===== config.mk =====
export PLATFORM = sky130hd
export DESIGN_NAME = video_in_raw_message_capture
export DESIGN_NICKNAME = d
export VERILOG_FILES = /design/src/core/video_in_capture_pkg.sv /design/src/core/video_in_raw_message_capture.sv
export SDC_FILE = /design/constraint.sdc
export NUM_CORES = 2
export LEC_CHECK = 0
export ABC_AREA = 0
export BUFFER_PORTS_ARGS = -buffer_cell sky130_fd_sc_hd__buf_2
export CELL_PAD_IN_SITES_DETAIL_PLACEMENT = 1
export CELL_PAD_IN_SITES_GLOBAL_PLACEMENT = 1
export CORE_UTILIZATION = 32
export CTS_BUF_LIST = sky130_fd_sc_hd__clkbuf_8 sky130_fd_sc_hd__clkbuf_16
export DETAILED_ROUTE_END_ITERATION = 6
export PLACE_DENSITY_LB_ADDON = 0.1
export SLEW_MARGIN = 40
export SYNTH_ARGS = -nofsm -noshare
export SYNTH_HDL_FRONTEND = slang
export SYNTH_SLANG_ARGS = --single-unit

===== constraint.sdc =====
create_clock -name clk -period 9.25 [get_ports clk]
set_clock_uncertainty 0.2 [all_clocks]
set_input_delay 2.775 -clock clk [delete_from_list [all_inputs] [get_ports clk]]
set_output_delay 2.775 -clock clk [all_outputs]
set_load 0.05 [all_outputs]

===== src/core/video_in_capture_pkg.sv =====
package video_in_capture_pkg;

  // ****************************************************************
  // register map, byte addresses on the wishbone slave
  // ****************************************************************
  localparam logic [7:0] CTL_OFFSET = 8'h00;
  localparam logic [7:0] STATUS_OFFSET = 8'h04;
  localparam logic [7:0] FIRST_START_OFFSET = 8'h08;
  localparam logic [7:0] SECOND_START_OFFSET = 8'h0C;
  localparam logic [7:0] SIZE_OFFSET = 8'h10;
  localparam logic [7:0] CUR_ADR_OFFSET = 8'h14;

  // ****************************************************************
  // capture control register fields
  // ****************************************************************
  localparam int CTL_ENABLE_BIT = 0;
  localparam int CTL_MODE_LSB = 1;
  localparam int CTL_LITTLE_BIT = 3;
  localparam int CTL_SOFT_RESET_BIT = 4;
  localparam int CTL_IE_LSB = 8;
  localparam int CTL_ACK_LSB = 16;

  // ****************************************************************
  // event flag positions, shared by status, enables and acknowledges
  // ****************************************************************
  localparam int FLAG_FULL1 = 0;
  localparam int FLAG_FULL2 = 1;
  localparam int FLAG_OVERRUN = 2;
  localparam int FLAG_BANDWIDTH = 3;
  localparam int FLAG_OVERFLOW = 4;
  localparam int FLAG_COUNT = 5;
  localparam int STATUS_ACTIVE_BIT = 5;
  localparam int STATUS_STOPPED_BIT = 6;
  localparam int STATUS_RECEIVING_BIT = 7;

  // ****************************************************************
  // layout figures and reset values
  // ****************************************************************
  localparam int BASE_ALIGN_BITS = 6;
  localparam int SIZE_WIDTH = 24;
  localparam int STAGE_DEPTH = 16;
  localparam int STAGE_BANKS = 2;
  localparam int LINK_SYNC_STAGES = 3;
  localparam logic [31:0] REG_RESET = 32'h0000_0000;

  typedef enum logic [1:0] {
    BYTE_SAMPLE_MODE,
    SIGNED_TENBIT_MODE,
    UNSIGNED_TENBIT_MODE,
    MESSAGE_MODE
  } capture_mode_t;

  typedef enum logic {
    MSG_WAIT_START,
    MSG_RECEIVE
  } message_state_t;

endpackage : video_in_capture_pkg


===== src/core/video_in_raw_message_capture.sv =====
// Register access over Wishbone and the register addresses were chosen for this implementation.
`timescale 1ns/1ps
// Contract
// one sample per link clock with valid
// pack four bytes or two halfwords per word
// widen tenbit samples by sign or zero
// ascending addresses, endian bit orders halfwords
// any reset clears all control and status; soft reset keeps buffer starts, size and current address
// software sizes buffers in multiples of 64
// enable starts buffer one, pointer advances
// full buffer switches seamlessly, sets full flag
// both buffers full raises overrun, stops
// either release resumes capture despite overrun
// overrun clears only by its clear bit
// staging overflow drops samples, sticky bandwidth flag
// base and size copied at buffer use
// buffer starts forced 64-byte aligned
// message bytes from low lines, packed four
// start on line 8, bytes follow next edge
// end marker on line 9 with last byte
// message end switches buffer, overrun likewise
// buffer full mid-message sets overflow, halts
// message size changed only with soft reset
// two staging banks of sixteen words
// arbiter serves one write per bank time
// interrupt held while enabled flag set
// resume in released buffer, one on tie
module video_in_raw_message_capture
  import video_in_capture_pkg::*;
#(
  parameter int DATA_LINES = 10
) (
  input wire logic clk,
  input wire logic reset_n,
  input wire logic clkEn,
  input wire logic wb_cyc_i,
  input wire logic wb_stb_i,
  input wire logic wb_we_i,
  input wire logic [7:0] wb_adr_i,
  input wire logic [3:0] wb_sel_i,
  input wire logic [31:0] wb_dat_i,
  output logic [31:0] wb_dat_o,
  output logic wb_ack_o,
  input wire logic senderLinkClock,
  input wire logic sampleValidStrobe,
  input wire logic [DATA_LINES-1:0] inputSampleLines,
  output logic memReq,
  output logic [31:0] memAddr,
  output logic [31:0] memData,
  input wire logic memAck,
  output logic irqReq
);

  // ****************************************************************
  // wishbone slave
  // ****************************************************************
  logic ack_q;
  logic [31:0] rdData_q;
  logic access;
  logic wrCtl;
  logic swRst_q;
  logic captureEnable_q;
  capture_mode_t mode_q;
  logic littleEndian_q;
  logic [FLAG_COUNT-1:0] intEnable_q;
  logic [31:0] firstBufferStart_q;
  logic [31:0] secondBufferStart_q;
  logic [SIZE_WIDTH-1:0] size_q;
  logic [FLAG_COUNT-1:0] clearBits;
  logic [FLAG_COUNT-1:0] flags;
  logic [31:0] curAdr_q;
  logic active_q;
  logic stopped_q;
  message_state_t msgState_q;

  assign access = wb_cyc_i & wb_stb_i & ~ack_q;
  assign wrCtl = wb_cyc_i & wb_stb_i & ack_q & wb_we_i & (wb_adr_i == CTL_OFFSET);
  // release and clear bits are write-only pulses in byte lane two
  assign clearBits = (wrCtl & wb_sel_i[2]) ? wb_dat_i[CTL_ACK_LSB +: FLAG_COUNT] : '0;

  function automatic logic [31:0] mergeLanes(input logic [31:0] old, input logic [31:0] wr,
                                              input logic [3:0] sel);
    logic [31:0] res;
    res = old;
    for (int i = 0; i < 4; i++)
    begin
      if (sel[i])
      begin
        res[i*8 +: 8] = wr[i*8 +: 8];
      end
    end
    return res;
  endfunction : mergeLanes

  always_ff @(posedge clk or negedge reset_n)
  begin
    if (!reset_n)
    begin
      ack_q <= 1'b0;
      rdData_q <= REG_RESET;
    end
    else if (clkEn)
    begin
      // one wait state; unmapped reads answer zero, unmapped writes vanish
      ack_q <= access;
      if (access && !wb_we_i)
      begin
        if (wb_adr_i == CTL_OFFSET)
        begin
          rdData_q <= {19'h00000, intEnable_q, 4'h0, littleEndian_q, mode_q,
                       captureEnable_q};
        end
        else if (wb_adr_i == STATUS_OFFSET)
        begin
          rdData_q <= {24'h00_0000, (msgState_q == MSG_RECEIVE), stopped_q, active_q, flags};
        end
        else if (wb_adr_i == FIRST_START_OFFSET)
        begin
          rdData_q <= firstBufferStart_q;
        end
        else if (wb_adr_i == SECOND_START_OFFSET)
        begin
          rdData_q <= secondBufferStart_q;
        end
        else if (wb_adr_i == SIZE_OFFSET)
        begin
          rdData_q <= {8'h00, size_q};
        end
        else if (wb_adr_i == CUR_ADR_OFFSET)
        begin
          rdData_q <= curAdr_q;
        end
        else
        begin
          rdData_q <= REG_RESET;
        end
      end
    end
  end

  assign wb_ack_o = ack_q;
  assign wb_dat_o = rdData_q;

  // ****************************************************************
  // control registers
  // ****************************************************************
  always_ff @(posedge clk or negedge reset_n)
  begin
    if (!reset_n)
    begin
      swRst_q <= 1'b0;
      captureEnable_q <= 1'b0;
      mode_q <= BYTE_SAMPLE_MODE;
      littleEndian_q <= 1'b0;
      intEnable_q <= '0;
      firstBufferStart_q <= REG_RESET;
      secondBufferStart_q <= REG_RESET;
      size_q <= '0;
    end
    else if (clkEn)
    begin
      swRst_q <= wrCtl & wb_sel_i[0] & wb_dat_i[CTL_SOFT_RESET_BIT];
      if (swRst_q)
      begin
        captureEnable_q <= 1'b0;
        mode_q <= BYTE_SAMPLE_MODE;
        littleEndian_q <= 1'b0;
        intEnable_q <= '0;
      end
      else if (wb_cyc_i && wb_stb_i && ack_q && wb_we_i)
      begin
        if (wb_adr_i == CTL_OFFSET)
        begin
          if (wb_sel_i[0])
          begin
            captureEnable_q <= wb_dat_i[CTL_ENABLE_BIT];
            mode_q <= capture_mode_t'(wb_dat_i[CTL_MODE_LSB +: 2]);
            littleEndian_q <= wb_dat_i[CTL_LITTLE_BIT];
          end
          if (wb_sel_i[1])
          begin
            intEnable_q <= wb_dat_i[CTL_IE_LSB +: FLAG_COUNT];
          end
        end
        else if (wb_adr_i == FIRST_START_OFFSET)
        begin
          firstBufferStart_q <= mergeLanes(firstBufferStart_q, wb_dat_i, wb_sel_i)
                                & ~32'h0000_003F;
        end
        else if (wb_adr_i == SECOND_START_OFFSET)
        begin
          secondBufferStart_q <= mergeLanes(secondBufferStart_q, wb_dat_i, wb_sel_i)
                                 & ~32'h0000_003F;
        end
        else if (wb_adr_i == SIZE_OFFSET)
        begin
          size_q <= SIZE_WIDTH'(mergeLanes({8'h00, size_q}, wb_dat_i, wb_sel_i));
        end
      end
    end
  end

  // ****************************************************************
  // link input synchroniser, all lines share the same three stages
  // ****************************************************************
  logic [DATA_LINES+1:0] linkSync_q [LINK_SYNC_STAGES];
  logic linkLevel_q;
  logic linkAgree;
  logic linkEdge;
  logic [DATA_LINES-1:0] lines;
  logic validIn;

  always_ff @(posedge clk or negedge reset_n)
  begin
    if (!reset_n)
    begin
      for (int s = 0; s < LINK_SYNC_STAGES; s++)
      begin
        linkSync_q[s] <= '0;
      end
      linkLevel_q <= 1'b0;
    end
    else if (clkEn)
    begin
      linkSync_q[0] <= {senderLinkClock, sampleValidStrobe, inputSampleLines};
      for (int s = 1; s < LINK_SYNC_STAGES; s++)
      begin
        linkSync_q[s] <= linkSync_q[s-1];
      end
      if (linkAgree)
      begin
        linkLevel_q <= linkSync_q[1][DATA_LINES+1];
      end
    end
  end

  assign linkAgree = linkSync_q[1][DATA_LINES+1] == linkSync_q[2][DATA_LINES+1];
  assign linkEdge = linkAgree & linkSync_q[1][DATA_LINES+1] & ~linkLevel_q;
  assign lines = linkSync_q[2][DATA_LINES-1:0];
  assign validIn = linkSync_q[2][DATA_LINES];

  // ****************************************************************
  // sample packing and buffer sequencing
  // ****************************************************************
  logic is16;
  logic isMsg;
  logic [15:0] wide;
  logic take;
  logic [1:0] lane_q;
  logic [31:0] word_q;
  logic [31:0] wordD;
  logic lastLane;
  logic [SIZE_WIDTH-1:0] remain_q;
  logic endBuf;
  logic endMsg;
  logic bufDone;
  logic push;
  logic enablePrev_q;
  logic [1:0] full_q;
  logic overrun_q;
  logic overflow_q;
  logic bandwidth_q;
  logic [1:0] relBits;
  logic [1:0] laneSlot;

  assign is16 = (mode_q == SIGNED_TENBIT_MODE) || (mode_q == UNSIGNED_TENBIT_MODE);
  assign isMsg = mode_q == MESSAGE_MODE;
  assign relBits = clearBits[FLAG_FULL2:FLAG_FULL1];

  assign wide = (mode_q == SIGNED_TENBIT_MODE) ? {{6{lines[9]}}, lines[9:0]}
                                               : {6'h00, lines[9:0]};
  // sample values never start or stop capture in raw modes
  assign take = linkEdge & captureEnable_q & enablePrev_q & ~stopped_q
                & (isMsg ? (msgState_q == MSG_RECEIVE) : validIn);
  assign lastLane = is16 ? lane_q[0] : (lane_q == 2'd3);
  assign endBuf = remain_q == SIZE_WIDTH'(1);
  assign endMsg = isMsg & lines[9];
  assign bufDone = take & (endBuf | endMsg);
  assign push = take & (lastLane | endBuf | endMsg);

  always_comb
  begin
    wordD = word_q;
    laneSlot = littleEndian_q ? lane_q : ~lane_q;
    // big endian puts the earliest sample in the high lanes
    if (is16)
    begin
      wordD[laneSlot[0] * 16 +: 16] = wide;
    end
    else
    begin
      wordD[laneSlot * 8 +: 8] = lines[7:0];
    end
  end

  always_ff @(posedge clk or negedge reset_n)
  begin
    if (!reset_n)
    begin
      enablePrev_q <= 1'b0;
      active_q <= 1'b0;
      stopped_q <= 1'b0;
      lane_q <= 2'd0;
      word_q <= REG_RESET;
      curAdr_q <= REG_RESET;
      remain_q <= '0;
      msgState_q <= MSG_WAIT_START;
    end
    else if (clkEn)
    begin
      enablePrev_q <= captureEnable_q & ~swRst_q;
      if (swRst_q || !captureEnable_q)
      begin
        stopped_q <= 1'b0;
        active_q <= 1'b0;
        lane_q <= 2'd0;
        word_q <= REG_RESET;
        msgState_q <= MSG_WAIT_START;
      end
      else if (!enablePrev_q)
      begin
        active_q <= 1'b0;
        curAdr_q <= firstBufferStart_q;
        remain_q <= size_q;
      end
      else if (stopped_q && (relBits != 2'b00))
      begin
        stopped_q <= 1'b0;
        active_q <= ~relBits[0];
        curAdr_q <= relBits[0] ? firstBufferStart_q : secondBufferStart_q;
        remain_q <= size_q;
        lane_q <= 2'd0;
        word_q <= REG_RESET;
      end
      else
      begin
        if (isMsg && linkEdge && (msgState_q == MSG_WAIT_START) && lines[8] && !stopped_q)
        begin
          msgState_q <= MSG_RECEIVE;
        end
        if (take)
        begin
          curAdr_q <= curAdr_q + (is16 ? 32'h0000_0002 : 32'h0000_0001);
          remain_q <= remain_q - SIZE_WIDTH'(1);
          lane_q <= push ? 2'd0 : lane_q + 2'd1;
          word_q <= push ? REG_RESET : wordD;
        end
        if (bufDone)
        begin
          msgState_q <= MSG_WAIT_START;
          if (full_q[~active_q] && !relBits[~active_q])
          begin
            stopped_q <= 1'b1;
          end
          else
          begin
            active_q <= ~active_q;
            curAdr_q <= active_q ? firstBufferStart_q : secondBufferStart_q;
            remain_q <= size_q;
          end
        end
      end
    end
  end

  // ****************************************************************
  // sticky event flags, a set in the same cycle beats its clear
  // ****************************************************************
  always_ff @(posedge clk or negedge reset_n)
  begin
    if (!reset_n)
    begin
      full_q <= 2'b00;
      overrun_q <= 1'b0;
      overflow_q <= 1'b0;
    end
    else if (clkEn)
    begin
      if (swRst_q)
      begin
        full_q <= 2'b00;
        overrun_q <= 1'b0;
        overflow_q <= 1'b0;
      end
      else
      begin
        for (int b = 0; b < 2; b++)
        begin
          if (bufDone && (active_q == b[0]))
          begin
            full_q[b] <= 1'b1;
          end
          else if (relBits[b])
          begin
            full_q[b] <= 1'b0;
          end
        end
        if (bufDone && full_q[~active_q] && !relBits[~active_q])
        begin
          overrun_q <= 1'b1;
        end
        else if (clearBits[FLAG_OVERRUN])
        begin
          overrun_q <= 1'b0;
        end
        if (take && isMsg && endBuf && !endMsg)
        begin
          overflow_q <= 1'b1;
        end
        else if (clearBits[FLAG_OVERFLOW])
        begin
          overflow_q <= 1'b0;
        end
      end
    end
  end

  assign flags = {overflow_q, bandwidth_q, overrun_q, full_q};

  always_ff @(posedge clk or negedge reset_n)
  begin
    if (!reset_n)
    begin
      irqReq <= 1'b0;
    end
    else if (clkEn)
    begin
      irqReq <= |(flags & intEnable_q);
    end
  end

  // ****************************************************************
  // staging banks toward the highway
  // ****************************************************************
  // each entry keeps its own word address, so dropped words leave a gap
  // and the following words still land where they belong
  logic [31:0] stageData_q [STAGE_BANKS][STAGE_DEPTH];
  logic [29:0] stageAdr_q [STAGE_BANKS][STAGE_DEPTH];
  logic [4:0] bankCount_q [STAGE_BANKS];
  logic [STAGE_BANKS-1:0] bankReady_q;
  logic fillBank_q;
  logic drainBank_q;
  logic [3:0] drainIdx_q;
  logic flushNow;
  logic memReq_q;
  logic [31:0] memAddr_q;
  logic [31:0] memData_q;

  // a finished buffer or message goes out without waiting for sixteen words
  assign flushNow = bufDone;

  always_ff @(posedge clk or negedge reset_n)
  begin
    if (!reset_n)
    begin
      for (int b = 0; b < STAGE_BANKS; b++)
      begin
        bankCount_q[b] <= 5'd0;
        for (int e = 0; e < STAGE_DEPTH; e++)
        begin
          stageData_q[b][e] <= REG_RESET;
          stageAdr_q[b][e] <= 30'h0000_0000;
        end
      end
      bankReady_q <= '0;
      fillBank_q <= 1'b0;
      drainBank_q <= 1'b0;
      drainIdx_q <= 4'd0;
      bandwidth_q <= 1'b0;
      memReq_q <= 1'b0;
      memAddr_q <= REG_RESET;
      memData_q <= REG_RESET;
    end
    else if (clkEn)
    begin
      if (swRst_q)
      begin
        for (int b = 0; b < STAGE_BANKS; b++)
        begin
          bankCount_q[b] <= 5'd0;
        end
        bankReady_q <= '0;
        fillBank_q <= 1'b0;
        drainBank_q <= 1'b0;
        drainIdx_q <= 4'd0;
        bandwidth_q <= 1'b0;
        memReq_q <= 1'b0;
      end
      else
      begin
        if (push && bankReady_q[fillBank_q])
        begin
          bandwidth_q <= 1'b1;
        end
        else if (clearBits[FLAG_BANDWIDTH])
        begin
          bandwidth_q <= 1'b0;
        end
        if (push && !bankReady_q[fillBank_q])
        begin
          stageData_q[fillBank_q][bankCount_q[fillBank_q][3:0]] <= wordD;
          stageAdr_q[fillBank_q][bankCount_q[fillBank_q][3:0]] <= curAdr_q[31:2];
          bankCount_q[fillBank_q] <= bankCount_q[fillBank_q] + 5'd1;
          if ((bankCount_q[fillBank_q] == 5'(STAGE_DEPTH - 1)) || flushNow)
          begin
            bankReady_q[fillBank_q] <= 1'b1;
            fillBank_q <= ~fillBank_q;
          end
        end
        if (!memReq_q && bankReady_q[drainBank_q])
        begin
          memReq_q <= 1'b1;
          memAddr_q <= {stageAdr_q[drainBank_q][drainIdx_q], 2'b00};
          memData_q <= stageData_q[drainBank_q][drainIdx_q];
        end
        else if (memReq_q && memAck)
        begin
          memReq_q <= 1'b0;
          if (5'(drainIdx_q) + 5'd1 == bankCount_q[drainBank_q])
          begin
            // fill side never touches a ready bank, so no write conflict here
            bankReady_q[drainBank_q] <= 1'b0;
            bankCount_q[drainBank_q] <= 5'd0;
            drainBank_q <= ~drainBank_q;
            drainIdx_q <= 4'd0;
          end
          else
          begin
            drainIdx_q <= drainIdx_q + 4'd1;
          end
        end
      end
    end
  end

  assign memReq = memReq_q;
  assign memAddr = memAddr_q;
  assign memData = memData_q;

endmodule : video_in_raw_message_capture


==> impl_metrics.env <==
export IMPL_rrSetupSlack_ns=4.27
export IMPL_p_leak_nw=53.56
export IMPL_cp_cell_sequence="buf_2 -> or4_1 -> nor4_4 -> buf_4 -> nand2_2 -> a31o_2 -> o21ai_4 -> o21ai_0 -> a32o_1"
export IMPL_postCtsSetupBuffers=0
export IMPL_drtIter0Drc=3940
export IMPL_cts_resized_gates=0
export IMPL_area_growth_pct=14.98
export IMPL_max_freq_mhz=170.4
export IMPL_synth_seq_cells=2321
export IMPL_coreArea_um2=324500
export IMPL_finalSetupViolCount=0
export IMPL_grt_max_degree=137
export IMPL_crit_path_max_incr_delay_ns=0.76
export IMPL_syn_avg_cell_area_um2=12.61
export IMPL_startpoint_type="input pin"
export IMPL_cts_tree="done"
export IMPL_drive_gt1_share_pct=30.31
export IMPL_grt_pass1_vias=74230
export IMPL_rows=209
export IMPL_path_clk_slew_ns=0.06
export IMPL_die_area_um2=329000
export IMPL_io_pins=162
export IMPL_drv_slew=0
export IMPL_syn_area_um2=104600
export IMPL_clock_path_buffers=4
export IMPL_wire_per_inst_um=27.76
export IMPL_required_ns=9.82
export IMPL_vias=68010
export IMPL_place_gp_congestion=0.7662
export IMPL_synth_mux_area_share_pct=25.43
export IMPL_cp_max_fo=19
export IMPL_drc_errors=0
export IMPL_cts_root_buf="clkbuf_16"
export IMPL_grt_pass1_wl_um=531300
export IMPL_synthTopCellsByCount="dfrtp_1, nand2_1, o21ai_0"
export IMPL_async_reset_ff_share_pct=100.0
export IMPL_endpoint_kind="register"
export IMPL_status="finished, final reports clean"
export IMPL_ys_types=81
export IMPL_die_h_um=573.6
export IMPL_ir_worst_vdd_mv=0.1195
export IMPL_antenna_left=0
export IMPL_via_per_inst=5.355
export IMPL_path_class="in2reg"
export IMPL_place_hpwl_um=204700
export IMPL_layout_min_cycle_time_ns=5.867
export IMPL_powerDensity_nw_per_um2=193.9
export IMPL_antenna_found_initial=8
export IMPL_tns_ns=0
export IMPL_max_cap_violations=0
export IMPL_start_util_pct=32.22
export IMPL_grt_util_all_layers_pct=21.58
export IMPL_synth_simple_area_share_pct=6.651
export IMPL_hold_viol=0
export IMPL_yosysSeqAreaShare_pct=55.55
export IMPL_worst_pin_slew_ns=0.8776
export IMPL_synth_top_cell_by_area="dfrtp_1"
export IMPL_synth_top_family_by_area="multiplexers"
export IMPL_synthAdderAreaFrac_pct=0.1867
export IMPL_synth_compound_area_share_pct=8.621
export IMPL_synth_xor_area_share_pct=0.2848
export IMPL_die_x_um=573.6
export IMPL_synth_flop_cell="dfrtp_1"
export IMPL_holdBufCountCts=0
export IMPL_rsz0062_at_grt="false"
export IMPL_crit_path_top_delay_cell="or4_1"
export IMPL_maxSlewHeadroom_pct=41.49
export IMPL_fin_nets=8235
export IMPL_htreeDepth=5
export IMPL_clock_latency_ns=0.88
export IMPL_cts_buffers=282
export IMPL_dpl_cell_count=12190
export IMPL_portBuffers=159
export IMPL_crit_arrival_ns=6.43
export IMPL_yosysMostFrequentCell="dfrtp_1"
export IMPL_drt_pass1_iter_count=5
export IMPL_syn_inst=8288
export IMPL_fin_crit_sh_pct=63.43
export IMPL_yosys_area_top_type_share_pct=55.55
export IMPL_clock_sinks=2321
export IMPL_grt_overflow_total=0
export IMPL_synthTopCellsByArea="dfrtp_1, mux4_2, mux2_2"
export IMPL_drt_total_wl_um=352600
export IMPL_ys_warn_count=0
export IMPL_synth_edf_count=0
export IMPL_hold_class="reg2reg"
export IMPL_instances_no_fill=12700
==> report_power, final <==
part           switching, mW  internal, mW
clock                   4.58          6.36
combinational           1.47         0.439
sequential             0.160          10.3
==> critical path, delay by kind of cell <==
| kind | cells | cell delay [ns] |
|---|---|---|
| buffers and inverters | 2 | 0.39 |
| AND/OR/NAND/NOR | 3 | 1.74 |
| AO/OA/AOI/OAI | 4 | 1.51 |
==> per-stage QoR <==
step	cell area, µm²	util (%)	worst slack (ns)	hold WS [ns]	power, mW
3_5_place_dp	110800	34.15	2.516	0.2651	12.58
5_1_grt	120200	37.04	3.231	0.2886	24.24
6_report	120200	37.04	3.383	0.2725	23.31
3_3_place_gp	109900	33.87	2.421	0.2556	12.53
2_1_floorplan	104600	-	3.927	0.2446	11.55
4_1_cts	119900	36.95	3.465	0.2782	23.70
==> per-layer routing <==
metal	GRT usage (%)	share of wire, %	vias to the layer above
met1	30.46	47	36840
met4	4.569	2.1	0
met2	35.71	48	1066
li1	-	-	29660
met3	2.489	3.1	442
met5	0	0	-
==> path summary, 6_finish.rpt <==
path,startpoint,end,depth (start not counted)
worst max-delay path,wb_adr_i[4],active_q,9
worst min-delay path,stageData_q[853],stageData_q[853],2
worst max register to register,mode_q[1],stageAdr_q[352],12
worst min register to register,stageData_q[853],stageData_q[853],2
max in group asynchronous,reset_n,drainIdx_q[1],5
min in group asynchronous,reset_n,stageData_q[982],1
==> cells by family after synthesis <==
| kind of cell | after synthesis |
|---|---|
| compound gates | 1649 |
| xor+xnor | 34 |
| fa+ha+maj | 15 |
| buf+inv | 852 |
| flops | 2321 |
| mux | 1754 |
| other cells | 1 |
| simple gates | 1662 |
==> area by class of cell <==
type / instances / area (µm²)
fill: 33770 / 204300
sequential: 2321 / 58100
multi-input combinational: 5116 / 43550
clock buffer: 346 / 7983
tap: 4325 / 5411
timing repair buffer: 403 / 3923
clock inverter: 150 / 1104
inverter: 33 / 123.9
antenna: 7 / 17.52
==> layout by cell type, fill, tap and decap left out, drive strengths merged, types with 10 or more instances in the layout <==
| cell | instances |
|---|---|
| nand3 | 67 |
| clkbuf | 346 |
| mux2i | 119 |
| or3 | 11 |
| a21o | 10 |
| a21oi | 171 |
| ha | 14 |
| o22ai | 21 |
| mux4 | 620 |
| a221oi | 41 |
| o21ai | 1219 |
| nor4 | 20 |
| nor2 | 146 |
| nor3 | 24 |
| nand4 | 46 |
| mux2 | 1015 |
| and3 | 19 |
| o2bb2ai | 13 |
| nand2 | 1281 |
| and2 | 11 |
| xnor2 | 12 |
| o211ai | 11 |
| buf | 403 |
| a31oi | 35 |
| a2bb2oi | 15 |
| xor2 | 22 |
| a22oi | 36 |
| o31ai | 14 |
| a22o | 13 |
| inv | 127 |
| clkinv | 45 |
| dfrtp | 2321 |
==> registers in the layout, indices dropped and copies added (netlist names), 10 cells and up <==
register / count
memAddr: 30
memData: 32
lines: 10
stageAdr_q: 960
firstBufferStart_q: 26
stageData_q: 1024
bankCount_q: 10
curAdr_q: 32
secondBufferStart_q: 26
wb_dat_o: 32
remain_q: 24
size_q: 24
linkSync_q: 26
word_q: 32
Note: power is estimated with default switching activity, not from simulation.
